**src/include/tpsb_consts.svh**
```systemverilog
// named constants for the temperature port sequencer and echo blanking block
`ifndef TPSB_CONSTS_SVH
`define TPSB_CONSTS_SVH
`define TPSB_ADDR_W 8
`define TPSB_REG_W 16
`define TPSB_OFS_CFG 8'h00
`define TPSB_OFS_DLY 8'h04
`define TPSB_OFS_CTL 8'h08
`define TPSB_OFS_STAT 8'h0c
`define TPSB_CFG_RESET 16'h0000
`define TPSB_DLY_RESET 16'h0000
`define TPSB_TP_HI 6
`define TPSB_TP_LO 5
`define TPSB_PRE_HI 4
`define TPSB_PRE_LO 2
`define TPSB_PORTCYC_HI 1
`define TPSB_PORTCYC_LO 0
`define TPSB_CTL_START 0
`define TPSB_CTL_LAUNCH 1
`define TPSB_CTL_CLRSTOP 2
`define TPSB_RESP_OKAY 2'h0
`define TPSB_RESP_SLVERR 2'h2
`define TPSB_CLK_MHZ 200
`define TPSB_CLK_PERIOD_NS 5
`define TPSB_CRYSTAL_PERIOD_NS 250
`define TPSB_PORT_INTERVAL_BASE_US 128
`define TPSB_INTERVAL_W 20
`define TPSB_TICK_W 8
`endif

```
**src/verilog/tpsb_fix_note.sv**
```systemverilog
// no logic lives in this file
`timescale 1ns/1ps
`default_nettype none
`default_nettype wire

```
**src/include/tpsb_pkg.sv**
```systemverilog
// types shared by the sequencer top and the blanking counter
`include "tpsb_consts.svh"
package tpsb_pkg;
  typedef enum logic [1:0] {SEQ_IDLE, SEQ_DUMMY, SEQ_PORT} tpsb_seq_e;

  typedef struct packed {
    logic awReady;
    logic wReady;
    logic arReady;
    logic awHeld;
    logic wHeld;
    logic [`TPSB_ADDR_W-1:0] awAddr;
    logic [31:0] wData;
    logic [3:0] wStrb;
    logic bvalid;
    logic [1:0] bresp;
    logic rvalid;
    logic [31:0] rdata;
    logic [1:0] rresp;
    logic [`TPSB_REG_W-1:0] cfg;
    logic [`TPSB_REG_W-1:0] dly;
    tpsb_seq_e seq;
    logic [1:0] slot;
    logic [2:0] dummyLeft;
    logic [`TPSB_INTERVAL_W-1:0] intervalCnt;
    logic [3:0] measPort;
    logic measStart;
    logic dummyActive;
    logic seqBusy;
    logic [1:0] echoSync1;
    logic [1:0] echoSync2;
    logic [1:0] echoPrev;
    logic launch;
    logic stopArmed;
    logic stopDetect;
    logic stopSeen;
  } tpsb_top_s;

  typedef struct packed {
    logic [`TPSB_TICK_W-1:0] tick;
    logic [`TPSB_REG_W-1:0] count;
    logic blanking;
    logic stopEnable;
  } tpsb_blank_s;
endpackage

```
**src/include/tpsb_blank_if.sv**
```systemverilog
// carrier between the register side and the blanking counter
`timescale 1ns/1ps
`default_nettype none
`include "tpsb_consts.svh"
interface tpsb_blank_if;
  logic launch;
  logic [`TPSB_REG_W-1:0] delay;
  logic blanking;
  logic stopEnable;
  modport ctl (output launch, output delay, input blanking, input stopEnable);
  modport core (input launch, input delay, output blanking, output stopEnable);
endinterface
`default_nettype wire

```
**src/verilog/tpsb_top.sv**
```systemverilog
// temperature port sequencer and echo blanking with an axi4-lite register slave
//
// Overview of operation
// - preamble runs dummy cycles equal to three-bit field, zero to seven
// - dummy cycles lie inside the sequence, before the real port measurements
// - blanking delay 0000h to ffffh, one count per 250 ns crystal period
// - no stop condition from echo inputs until blanking delay has elapsed
// - blanking count starts at the internal launch pulse
// - blanking delay gates early edge detection of the received wave
//
// The placing of the registers and register access over AXI4-Lite were decided locally.
`timescale 1ns/1ps
`default_nettype none
`include "tpsb_consts.svh"
module tpsb_top #(
  parameter int unsigned INTERVAL_BASE_CYCLES = `TPSB_PORT_INTERVAL_BASE_US * `TPSB_CLK_MHZ
) (
  input wire logic clk,
  input wire logic sys_rst,
  input wire logic [`TPSB_ADDR_W-1:0] s_axi_awaddr,
  input wire logic s_axi_awvalid,
  output logic s_axi_awready,
  input wire logic [31:0] s_axi_wdata,
  input wire logic [3:0] s_axi_wstrb,
  input wire logic s_axi_wvalid,
  output logic s_axi_wready,
  output logic [1:0] s_axi_bresp,
  output logic s_axi_bvalid,
  input wire logic s_axi_bready,
  input wire logic [`TPSB_ADDR_W-1:0] s_axi_araddr,
  input wire logic s_axi_arvalid,
  output logic s_axi_arready,
  output logic [31:0] s_axi_rdata,
  output logic [1:0] s_axi_rresp,
  output logic s_axi_rvalid,
  input wire logic s_axi_rready,
  input wire logic launchPulse,
  input wire logic upstreamEchoInput,
  input wire logic downstreamEchoInput,
  output logic [3:0] measPort,
  output logic measStart,
  output logic dummyActive,
  output logic seqBusy,
  output logic stopDetect,
  output logic stopEnable
);
  import tpsb_pkg::*;
  tpsb_top_s r;
  tpsb_top_s n;
  tpsb_blank_if blk ();
  logic [1:0] echoEdge;

  // one-hot port for a slot; order is a, c, b, d (bit0=a .. bit3=d)
  function automatic logic [3:0] portAt(input logic [1:0] sel, input logic [1:0] idx);
    logic [3:0] p;
    p = 4'h0;
    case (sel)
      2'h0: p = (idx == 2'h0) ? 4'h1 : 4'h4;
      2'h1: p = (idx == 2'h0) ? 4'h2 : 4'h8;
      default: begin
        case (idx)
          2'h0: p = 4'h1;
          2'h1: p = 4'h4;
          2'h2: p = 4'h2;
          default: p = 4'h8;
        endcase
      end
    endcase
    return p;
  endfunction

  // index of the last real port slot for a selection
  function automatic logic [1:0] lastSlot(input logic [1:0] sel);
    logic [1:0] s;
    s = 2'h1;
    case (sel)
      2'h2: s = 2'h2;
      2'h3: s = 2'h3;
      default: s = 2'h1;
    endcase
    return s;
  endfunction

  // start-to-start length less one, counted in system clocks
  function automatic logic [`TPSB_INTERVAL_W-1:0] slotLen(input logic [1:0] sel);
    return `TPSB_INTERVAL_W'(INTERVAL_BASE_CYCLES * ({30'h0, sel} + 32'h1) - 32'h1);
  endfunction

  // word decode shared by the write and read paths; msb is the hit flag
  function automatic logic [2:0] decode(input logic [`TPSB_ADDR_W-1:0] a);
    return {(a[`TPSB_ADDR_W-1:4] == '0), a[3:2]};
  endfunction

  // byte lanes 0 and 1 carry the 16-bit registers
  function automatic logic [15:0] merge(input logic [15:0] old, input logic [31:0] d,
                                        input logic [3:0] s);
    logic [15:0] m;
    m = old;
    if (s[0]) m[7:0] = d[7:0];
    if (s[1]) m[15:8] = d[15:8];
    return m;
  endfunction

  assign echoEdge = r.echoSync2 & ~r.echoPrev;

  always_comb begin
    logic [2:0] wdec;
    logic [2:0] rdec;
    logic [15:0] ctlWord;
    logic [1:0] tp;
    logic [2:0] pre;
    logic [1:0] pc;
    logic startSeq;
    logic swLaunch;
    logic clrStop;
    wdec = 3'h0;
    rdec = 3'h0;
    ctlWord = 16'h0000;
    startSeq = 1'b0;
    swLaunch = 1'b0;
    clrStop = 1'b0;
    tp = r.cfg[`TPSB_TP_HI:`TPSB_TP_LO];
    pre = r.cfg[`TPSB_PRE_HI:`TPSB_PRE_LO];
    pc = r.cfg[`TPSB_PORTCYC_HI:`TPSB_PORTCYC_LO];
    n = r;
    n.measStart = 1'b0;
    n.stopDetect = 1'b0;
    n.launch = 1'b0;

    // write channel: address and data taken in either order, response after both
    if (r.bvalid && s_axi_bready) n.bvalid = 1'b0;
    if (s_axi_awvalid && r.awReady) begin
      n.awHeld = 1'b1;
      n.awAddr = s_axi_awaddr;
    end
    if (s_axi_wvalid && r.wReady) begin
      n.wHeld = 1'b1;
      n.wData = s_axi_wdata;
      n.wStrb = s_axi_wstrb;
    end
    if (n.awHeld && n.wHeld && !n.bvalid) begin
      n.awHeld = 1'b0;
      n.wHeld = 1'b0;
      n.bvalid = 1'b1;
      n.bresp = `TPSB_RESP_OKAY;
      wdec = decode(n.awAddr);
      if (!wdec[2]) begin
        n.bresp = `TPSB_RESP_SLVERR;
      end else begin
        case ({4'h0, wdec[1:0], 2'b00})
          `TPSB_OFS_CFG: n.cfg = merge(r.cfg, n.wData, n.wStrb);
          `TPSB_OFS_DLY: n.dly = merge(r.dly, n.wData, n.wStrb);
          `TPSB_OFS_CTL: begin
            ctlWord = merge(16'h0000, n.wData, n.wStrb);
            startSeq = ctlWord[`TPSB_CTL_START];
            swLaunch = ctlWord[`TPSB_CTL_LAUNCH];
            clrStop = ctlWord[`TPSB_CTL_CLRSTOP];
          end
          default: ;
        endcase
      end
    end

    // read channel: one cycle from address to data, control reads zero
    if (r.rvalid && s_axi_rready) n.rvalid = 1'b0;
    if (s_axi_arvalid && r.arReady) begin
      rdec = decode(s_axi_araddr);
      n.rvalid = 1'b1;
      n.rresp = rdec[2] ? `TPSB_RESP_OKAY : `TPSB_RESP_SLVERR;
      n.rdata = 32'h0000_0000;
      if (rdec[2]) begin
        case ({4'h0, rdec[1:0], 2'b00})
          `TPSB_OFS_CFG: n.rdata = {16'h0000, r.cfg};
          `TPSB_OFS_DLY: n.rdata = {16'h0000, r.dly};
          `TPSB_OFS_STAT: n.rdata = {23'h0, r.dummyActive, r.dummyLeft, r.slot, r.stopSeen,
                                     blk.stopEnable, r.seqBusy};
          default: n.rdata = 32'h0000_0000;
        endcase
      end
    end
    n.awReady = !n.awHeld && !n.bvalid;
    n.wReady = !n.wHeld && !n.bvalid;
    n.arReady = !n.rvalid;

    // sequencer: dummy slots first, then the selected ports, one interval each
    case (r.seq)
      SEQ_IDLE: begin
        if (startSeq) begin
          n.seqBusy = 1'b1;
          n.slot = 2'h0;
          n.dummyLeft = pre;
          n.intervalCnt = slotLen(pc);
          n.measStart = 1'b1;
          n.measPort = portAt(tp, 2'h0);
          n.dummyActive = (pre != 3'h0);
          n.seq = (pre != 3'h0) ? SEQ_DUMMY : SEQ_PORT;
        end
      end
      SEQ_DUMMY: begin
        if (r.intervalCnt != '0) begin
          n.intervalCnt = r.intervalCnt - 20'h00001;
        end else begin
          n.intervalCnt = slotLen(pc);
          n.measStart = 1'b1;
          n.dummyLeft = r.dummyLeft - 3'h1;
          if (r.dummyLeft == 3'h1) begin
            n.dummyActive = 1'b0;
            n.seq = SEQ_PORT;
          end
        end
      end
      SEQ_PORT: begin
        if (r.intervalCnt != '0) begin
          n.intervalCnt = r.intervalCnt - 20'h00001;
        end else if (r.slot == lastSlot(tp)) begin
          n.seq = SEQ_IDLE;
          n.seqBusy = 1'b0;
          n.measPort = 4'h0;
        end else begin
          n.slot = r.slot + 2'h1;
          n.intervalCnt = slotLen(pc);
          n.measStart = 1'b1;
          n.measPort = portAt(tp, r.slot + 2'h1);
        end
      end
      default: n.seq = SEQ_IDLE;
    endcase

    // echo inputs pass two flops; the second stage and its one-cycle-delayed copy feed edge logic
    n.echoSync1 = {downstreamEchoInput, upstreamEchoInput};
    n.echoSync2 = r.echoSync1;
    n.echoPrev = r.echoSync2;

    // launch arms one stop; a stop edge counts only after blanking
    n.launch = launchPulse | swLaunch;
    if (clrStop) n.stopSeen = 1'b0;
    if (r.launch) begin
      n.stopArmed = 1'b1;
    end else if (r.stopArmed && blk.stopEnable && (echoEdge != 2'h0)) begin
      n.stopArmed = 1'b0;
      n.stopDetect = 1'b1;
      n.stopSeen = 1'b1; // set beats a same-cycle clear
    end
  end

  // single register stage for all state
  always_ff @(posedge clk) begin
    if (sys_rst) begin
      r <= '0;
      r.cfg <= `TPSB_CFG_RESET;
      r.dly <= `TPSB_DLY_RESET;
    end else begin
      r <= n;
    end
  end

  assign blk.launch = r.launch;
  assign blk.delay = r.dly;

  tpsb_blank u_blank (
    .clk(clk),
    .sys_rst(sys_rst),
    .bus(blk)
  );

  assign s_axi_awready = r.awReady;
  assign s_axi_wready = r.wReady;
  assign s_axi_bresp = r.bresp;
  assign s_axi_bvalid = r.bvalid;
  assign s_axi_arready = r.arReady;
  assign s_axi_rdata = r.rdata;
  assign s_axi_rresp = r.rresp;
  assign s_axi_rvalid = r.rvalid;
  assign measPort = r.measPort;
  assign measStart = r.measStart;
  assign dummyActive = r.dummyActive;
  assign seqBusy = r.seqBusy;
  assign stopDetect = r.stopDetect;
  assign stopEnable = blk.stopEnable;
endmodule
`default_nettype wire

```
**src/verilog/tpsb_blank.sv**
```systemverilog
// echo blanking counter in crystal periods from the launch pulse
`timescale 1ns/1ps
`default_nettype none
`include "tpsb_consts.svh"
module tpsb_blank #(
  parameter int unsigned TICK_CYCLES = `TPSB_CRYSTAL_PERIOD_NS / `TPSB_CLK_PERIOD_NS
) (
  input wire logic clk,
  input wire logic sys_rst,
  tpsb_blank_if.core bus
);
  import tpsb_pkg::*;
  tpsb_blank_s r;
  tpsb_blank_s n;

  // prescaler gives one count per crystal period, counter compares against delay
  always_comb begin
    n = r;
    if (bus.launch) begin
      n.tick = '0;
      n.count = '0;
      n.blanking = 1'b1;
      n.stopEnable = 1'b0;
    end else if (r.blanking) begin
      if (r.count == bus.delay) begin
        n.blanking = 1'b0;
        n.stopEnable = 1'b1;
      end else if (r.tick == TICK_CYCLES[`TPSB_TICK_W-1:0] - 8'h01) begin
        n.tick = '0;
        n.count = r.count + 16'h0001;
      end else begin
        n.tick = r.tick + 8'h01;
      end
    end
  end

  // stop detection stays off until the first launch after reset
  always_ff @(posedge clk) begin
    if (sys_rst) begin
      r <= '0;
    end else begin
      r <= n;
    end
  end

  assign bus.blanking = r.blanking;
  assign bus.stopEnable = r.stopEnable;
endmodule
`default_nettype wire

```
**config.mk**
```make
export PLATFORM = sky130hd
export DESIGN_NAME = tpsb_top
export DESIGN_NICKNAME = d
export VERILOG_FILES = /design/src/verilog/tpsb_fix_note.sv /design/src/include/tpsb_pkg.sv /design/src/include/tpsb_blank_if.sv /design/src/verilog/tpsb_top.sv /design/src/verilog/tpsb_blank.sv
export VERILOG_INCLUDE_DIRS = /design/src /design/src/include
export SDC_FILE = /design/constraint.sdc
export NUM_CORES = 1
export LEC_CHECK = 0
export CAP_MARGIN = 15
export CORE_AREA = 2 2 213 110
export CTS_BUF_LIST = sky130_fd_sc_hd__clkbuf_8
export CTS_CLUSTER_SIZE = 16
export DETAILED_ROUTE_END_ITERATION = 12
export DIE_AREA = 0 0 215 112
export DONT_BUFFER_PORTS = 1
export PLACE_DENSITY = 0.47
export SLEW_MARGIN = 10
export SYNTH_ARGS = -nofsm -noshare
export SYNTH_HDL_FRONTEND = slang
export SYNTH_SLANG_ARGS = --single-unit
```
**constraint.sdc**
```tcl
create_clock -name clk -period 3.1 [get_ports clk]
set_input_delay 0.31 -clock clk [delete_from_list [all_inputs] [get_ports clk]]
set_output_delay 0.31 -clock clk [all_outputs]
set_load 0.005 [all_outputs]
```
Yosys cells after proc, flatten, opt, wreduce, memory -nomap -nowiden
Index checks and enable logic that the tools add are counted.
{"block": "op_classes", "add_sub_neg": 7, "mul": 1, "reduce_logical": 45, "mux": 65, "bitwise_logic": 4, "eq_ne": 22}
{"cell": "$mux W20", "count": 4}
{"cell": "$pmux W20 S3", "count": 1}
{"cell": "$pmux W16 S3", "count": 1}
{"cell": "$mux W35", "count": 1}
{"cell": "$mux W34", "count": 1}
{"cell": "$mux W2", "count": 15}
{"cell": "$reduce_and A4 Y1", "count": 7}
{"cell": "$mux W1", "count": 20}
{"cell": "$reduce_bool A20 Y1", "count": 1}
{"cell": "$sub A20 B1 Y20 const B", "count": 1}
{"cell": "$sub A18 B1 Y19 const B", "count": 1}
{"cell": "$add A16 B1 Y16 const B", "count": 1}
{"cell": "$eq A16 B16 Y1", "count": 1}
{"cell": "$mux W16", "count": 1}
{"cell": "$mux W8", "count": 2}
{"cell": "$pmux W4 S2", "count": 2}
{"cell": "$mux W3", "count": 5}
{"cell": "$eq A2 B2 Y1 const B", "count": 6}
{"cell": "$mux W4", "count": 3}
{"cell": "$ne A2 B2 Y1 const B", "count": 6}
{"cell": "$pmux W4 S3", "count": 1}
{"cell": "$reduce_and A3 Y1", "count": 4}
{"cell": "$logic_and A1 B1 Y1", "count": 11}
{"cell": "$eq A2 B1 Y1 const B", "count": 5}
{"cell": "other kinds (27)", "count": 43}
{"block": "word_totals", "elab_cells": 182, "reg_bits": 173, "input_bits": 62, "output_inout_bits": 50}

Longest topological paths before layout
{"block": "logic_depth", "word_depth": 9, "depth_mapped": 9, "depth_no_buf": 8}

Hierarchy
From an unflattened synthesis, not the netlist that was laid out.
{"block": "hier_totals", "cells_unflattened": 924, "area_unflattened_um2": 7851.3}
{"mod": "tpsb_top", "area_per_inst_um2": 6274.8, "cells_per_inst": 748, "seq_area_each_um2": 2502.4, "n_inst": 1}
{"mod": "tpsb_blank", "area_per_inst_um2": 1576.5, "cells_per_inst": 176, "seq_area_each_um2": 520.5, "n_inst": 1}

Worst setup path before layout
OpenSTA, ideal clock, no wires.
{"block": "synth_path", "path_type": "register to register", "from": "register r[17] in the netlist's numbering", "to": "register r, in the netlist measPort[3]", "n_path_buf": 1, "required_time_ns": 3.030, "path_stages_with_launch": 10, "t_arrival_ns": 2.404, "path_slack_ns": 0.625, "setup_ns": 0.070, "period_less_slack_ns": 2.475, "path_cell_list": "dfxtp_1 > inv_1 > ha_1 > nor3b_1 > nand3_4 > or2_0 > buf_6 > a211o_4 > or4_1 > a21oi_1"}
{"block": "synth_between", "elab_chain_len": 3}
{"item": "from (decl)", "line": "tpsb_top.sv:48", "text": "tpsb_top_s r;"}
{"item": "from (signal assigned)", "line": "tpsb_top.sv:253", "text": "r <= n;"}
{"item": "$reduce_bool A20 Y1", "line": "tpsb_top.sv:213", "text": "if (r.intervalCnt != '0) begin"}
{"item": "$ne A2 B2 Y1 (no line)"}
{"item": "$reduce_and A3 Y1 (no line)"}
No other way between the ends.
A chain may end at the register's enable or synchronous reset.

Final worst setup path
{"block": "layout_path", "from": "register r, in the netlist s_axi_awready", "to": "register r, in the netlist measPort[2]"}
{"block": "layout_between", "elab_chain_len": 8, "elab_cells_between_ends": 12, "classes_between": "eq/ne (2); mux (5); reduce/logical (5)"}
{"item": "$logic_and A1 B1 Y1 *", "line": "tpsb_top.sv:132", "text": "if (s_axi_awvalid && r.awReady) begin"}
{"item": "$mux W8", "line": "tpsb_top.sv:132"}
{"item": "$eq A2 B2 Y1"}
{"item": "$mux W1", "line": "tpsb_top.sv:150", "text": "case ({4'h0, wdec[1:0], 2'b00})"}
{"item": "$mux W1", "line": "tpsb_top.sv:147", "text": "if (!wdec[2]) begin"}
{"item": "$mux W1 *", "line": "tpsb_top.sv:141", "text": "if (n.awHeld && n.wHeld && !n.bvalid) begin"}
{"item": "$ne A2 B2 Y1 (no line) *"}
{"item": "$reduce_and A3 Y1 (no line) *"}
Mark *: on every way between the ends. The rest lies on a longest branch, timed or not.

==> results.sh <==
export IMPL_run_status="finished, final reports clean"
export IMPL_numCtsBuffers=17
export IMPL_worst_path_maximum_fanout=9
export IMPL_worst_path_max_delay_cell="sky130_fd_sc_hd__a221oi_1"
export IMPL_timing_rr_start="s_axi_awready$_SDFF_PP0_"
export IMPL_fillCellCount=2326
export IMPL_fin_nets=948
export IMPL_initial_core_util_pct=34.31
export IMPL_clkTransAtPathRegs_ns=0.09
export IMPL_synth_yosys_seq_area_share_pct=39.42
export IMPL_drt_first_iter_violations=480
export IMPL_grtUsageTotal_pct=17.35
export IMPL_dr_vias=5927
export IMPL_power_net_switching_mw=1.368
export IMPL_average_instance_area_after_synthesis_um2=8.655
export IMPL_routed_wirelength_mm=20.42
export IMPL_grt_ovfl_total=0
export IMPL_post_route_min_period_ns=2.803
export IMPL_timing_clock_skew_ns=0.01559
export IMPL_worst_hold_path_type="primary input to register"
export IMPL_clock_tree_buffer_depth=2
export IMPL_static_leakage_power_nw=3.077
export IMPL_drt_vias_per_instance=5.002
export IMPL_cts_tree="yes"
export IMPL_finalWorstSetupSlack_ns=0.2970
export IMPL_floorplan_io_pins=112
export IMPL_timing_critical_path_to_type="register"
export IMPL_drive_gt1_share_pct=9.920
export IMPL_gp_congestion=0.8009
export IMPL_cp_arrival_ns=3.21
export IMPL_hpwl_mm=14.41
export IMPL_drc_errors=0
export IMPL_first_global_vias=5362
export IMPL_worst_hold_path_num_cells=2
export IMPL_synth_cells=886
export IMPL_clk_latency_ns=0.48
export IMPL_timing_critical_path_slowest_cell_delay_ns=0.55
export IMPL_grt_max_degree=99
export IMPL_multi_input_area_um2=4145
export IMPL_setup_viol_count_final=0
export IMPL_io_buffers=0
export IMPL_pre_cts_slack_ns=0.2586
export IMPL_hold_path_startpoint="s_axi_rready"
export IMPL_synth_seq_cells=151
export IMPL_cts_sink_count=151
export IMPL_path_buf_inv=0
export IMPL_whs_endpoint="s_axi_rvalid$_SDFF_PP0_"
export IMPL_final_antenna_net_count=0
export IMPL_ctsHtreeMaxLevel=4
export IMPL_power_density_nw_per_um2=534.4
export IMPL_floorplan_die_area_um2=24080
export IMPL_grt_setup_unrepaired="false"
export IMPL_timing_rr_end="measPort[2]$_SDFFE_PP0P_"
export IMPL_slew_headroom_pct=50.50
export IMPL_synthFlopType="sky130_fd_sc_hd__dfxtp_1"
export IMPL_setup_worst_path_start_class="register"
export IMPL_clockPowerShare_pct=38.2
export IMPL_routedWlPerCell_um=17.23
export IMPL_std_cell_rows=39
export IMPL_worst_reg2reg_path_length_in_cells=6
export IMPL_cp_cell_sequence="nand2_1, a221oi_1, a41oi_2, a211o_4, or4_1, a21oi_1"
export IMPL_synth_enable_flop_cells=0
export IMPL_area_growth_pct=8.631
export IMPL_seqPwrFrac_pct=45.9
export IMPL_drv_max_cap_violation_count=0
export IMPL_grt_antenna_before_repair=1
export IMPL_root_buffer="sky130_fd_sc_hd__clkbuf_8"
export IMPL_timing_hold_violations_final=0
export IMPL_fmaxAchievable_ghz=0.3568
export IMPL_grt_first_pass_wirelength_mm=32.14
export IMPL_area_taken_by_flip_flops_and_latches_um2=3023
export IMPL_worstMarginPinSlew_ns=0.7407
export IMPL_final_setup_tns_ns=0
export IMPL_die_x_um=215
export IMPL_maxSlewViolCount=0
export IMPL_irDropWorstVdd_mv=0.2589
export IMPL_ys_types=64
export IMPL_cp_top_delay_family="compound AO/OA/AOI/OAI gates"
export IMPL_part_of_the_total_power_dissipated_in_combinational_logic_pct=16.0
export IMPL_ys_async_sr_fraction_pct=0
export IMPL_required_ns=3.51
export IMPL_crit_type="register to register"
export IMPL_p_sw_share_pct=30.72
export IMPL_fp_coreArea_um2=22350
export IMPL_syn_area_um2=7669
export IMPL_count_of_tritonroute_iterations_in_the_first_routing_pass=4
export IMPL_final_cycle_share_pct=90.42
export IMPL_cell_internal_pwr_mw=3.084
export IMPL_timing_reg2reg_setup_slack_ns=0.30
export IMPL_yosys_warning_total=0
export IMPL_dieHeight_um=112
state kept, by name (all words and copies together), names as in the netlist, 4 cells and up:
register / count
r: 73
u_blank.r: 24
blk.delay: 16
s_axi_rdata: 16
measPort: 4
n: 4
power groups by stage:
| stage | Combinational (mW) | Sequential, mW | Clock, mW |
|---|---|---|---|
| CTS | 0.696 | 2.04 | 1.74 |
| detailed placement | 0.660 | 2.09 | 0 |
| global route | 0.785 | 2.05 | 1.83 |
| finish | 0.712 | 2.04 | 1.70 |
| floorplan | 0.533 | 2.07 | 0 |
| global placement | 0.662 | 2.09 | 0 |
cells in the mapped netlist, types with 4 or more instances:
| cell type | count | area share [%] |
|---|---|---|
| sky130_fd_sc_hd__mux2_2 | 16 | 2.3 |
| sky130_fd_sc_hd__a22oi_1 | 11 | 1.1 |
| sky130_fd_sc_hd__dfxtp_1 | 151 | 39 |
| sky130_fd_sc_hd__a21boi_0 | 5 | 0.49 |
| sky130_fd_sc_hd__nand4b_1 | 4 | 0.46 |
| sky130_fd_sc_hd__nand2_1 | 50 | 2.4 |
| sky130_fd_sc_hd__nor4_1 | 16 | 1.3 |
| sky130_fd_sc_hd__or2_2 | 4 | 0.33 |
| sky130_fd_sc_hd__xnor2_1 | 37 | 4.2 |
| sky130_fd_sc_hd__nand3_1 | 19 | 1.2 |
| sky130_fd_sc_hd__inv_1 | 31 | 1.5 |
| sky130_fd_sc_hd__xor2_1 | 5 | 0.57 |
| sky130_fd_sc_hd__a211oi_1 | 10 | 0.98 |
| sky130_fd_sc_hd__a21oi_1 | 58 | 3.8 |
| sky130_fd_sc_hd__o41ai_1 | 4 | 0.46 |
| sky130_fd_sc_hd__o211ai_1 | 4 | 0.39 |
| sky130_fd_sc_hd__nor2_1 | 113 | 5.5 |
| sky130_fd_sc_hd__nor2b_1 | 10 | 0.82 |
| sky130_fd_sc_hd__or3_1 | 12 | 0.98 |
| sky130_fd_sc_hd__o21ai_0 | 42 | 2.7 |
| sky130_fd_sc_hd__and2_1 | 22 | 1.8 |
| sky130_fd_sc_hd__nor3b_1 | 6 | 0.59 |
| sky130_fd_sc_hd__and3_1 | 7 | 0.57 |
| sky130_fd_sc_hd__nand2b_1 | 7 | 0.57 |
| sky130_fd_sc_hd__ha_1 | 22 | 3.6 |
| sky130_fd_sc_hd__nand4_1 | 11 | 0.90 |
| sky130_fd_sc_hd__or4_1 | 6 | 0.59 |
| sky130_fd_sc_hd__buf_4 | 40 | 3.9 |
| sky130_fd_sc_hd__clkbuf_1 | 38 | 1.9 |
| sky130_fd_sc_hd__and4_1 | 4 | 0.46 |
| sky130_fd_sc_hd__nor3_1 | 18 | 1.2 |
| sky130_fd_sc_hd__mux2i_1 | 51 | 6.7 |
| sky130_fd_sc_hd__o21a_1 | 5 | 0.49 |
cell usage in the layout (no fill, tap or decap), types with 19 or more instances in the layout:
master / netlist / layout
sky130_fd_sc_hd__nor2_1: 113 / 113
sky130_fd_sc_hd__inv_1: 31 / 31
sky130_fd_sc_hd__ha_1: 22 / 22
sky130_fd_sc_hd__mux2i_1: 51 / 51
sky130_fd_sc_hd__and2_1: 22 / 22
sky130_fd_sc_hd__nand3_1: 19 / 19
sky130_fd_sc_hd__a21oi_1: 58 / 58
sky130_fd_sc_hd__nand2_1: 50 / 50
sky130_fd_sc_hd__xnor2_1: 37 / 37
sky130_fd_sc_hd__dfxtp_1: 151 / 151
sky130_fd_sc_hd__o21ai_0: 42 / 42
stage by stage:
step                      total power, mW  cell area [um2]  util, %  instances  hold WS, ns
after floorplan                     2.604             7732        -        903       0.4016
after global placement              2.749             7781    34.82       1144       0.3898
after detailed placement            2.747             7781    34.82       1144       0.3892
after CTS                           4.479             8313    37.20       1184     0.004901
after global routing                4.664             8330    37.27       1185      0.02356
final                               4.452             8330    37.27       1185      0.03774
repair_timing:
action	4_1_cts	5_1_grt
hold buffers	8	0
resized for setup	0	2
setup endpoints to repair	0	1
hold endpoints to repair	98	0
buffers inserted	0	0
worst max path at each step:
| stage | start | to | slack, ns | depth (start not counted) |
|---|---|---|---|---|
| finish | s_axi_awready$_SDFF_PP0_ | measPort[2]$_SDFFE_PP0P_ | 0.30 | 6 |
| global route | r[17]$_SDFFE_PP0P_ | measPort[2]$_SDFFE_PP0P_ | 0.07 | 9 |
| CTS | s_axi_awready$_SDFF_PP0_ | measPort[2]$_SDFFE_PP0P_ | 0.24 | 6 |
| detailed placement | s_axi_awready$_SDFF_PP0_ | measPort[2]$_SDFFE_PP0P_ | 0.26 | 6 |
| global placement | s_axi_awready$_SDFF_PP0_ | measPort[2]$_SDFFE_PP0P_ | 0.29 | 6 |
| floorplan | r[17]$_SDFFE_PP0P_ | measPort[3]$_SDFFE_PP0P_ | 0.63 | 9 |
logic make-up after synthesis:
family	after synthesis	synth area share (%)
and+or+nand+nor	321	21.73
xor gates and xnor gates	42	4.797
muxes	67	9.006
DFF	151	39.42
buffers and inverters	114	7.652
other	1	0.04890
AOI/OAI and AO/OA	168	13.75
adders and majority gates	22	3.589
cell type report:
type / instances / share of cell area (%)
diodes: 1 / 0.03004
clock buffers: 18 / 2.974
clock inverters: 14 / 2.238
inverters: 31 / 1.397
multi-input cells: 638 / 49.76
flip-flops and latches: 151 / 36.29
well taps: 307 / 4.611
repair buffers: 25 / 2.704
routing by layer:
| layer | track usage [%] | routed length [um] |
|---|---|---|
| met5 | 0 | 0 |
| met2 | 19.07 | 6711 |
| met1 | 29.66 | 12120 |
| met3 | 4.645 | 1309 |
| met4 | 5.517 | 276 |
(Power assumes the default switching activity.)
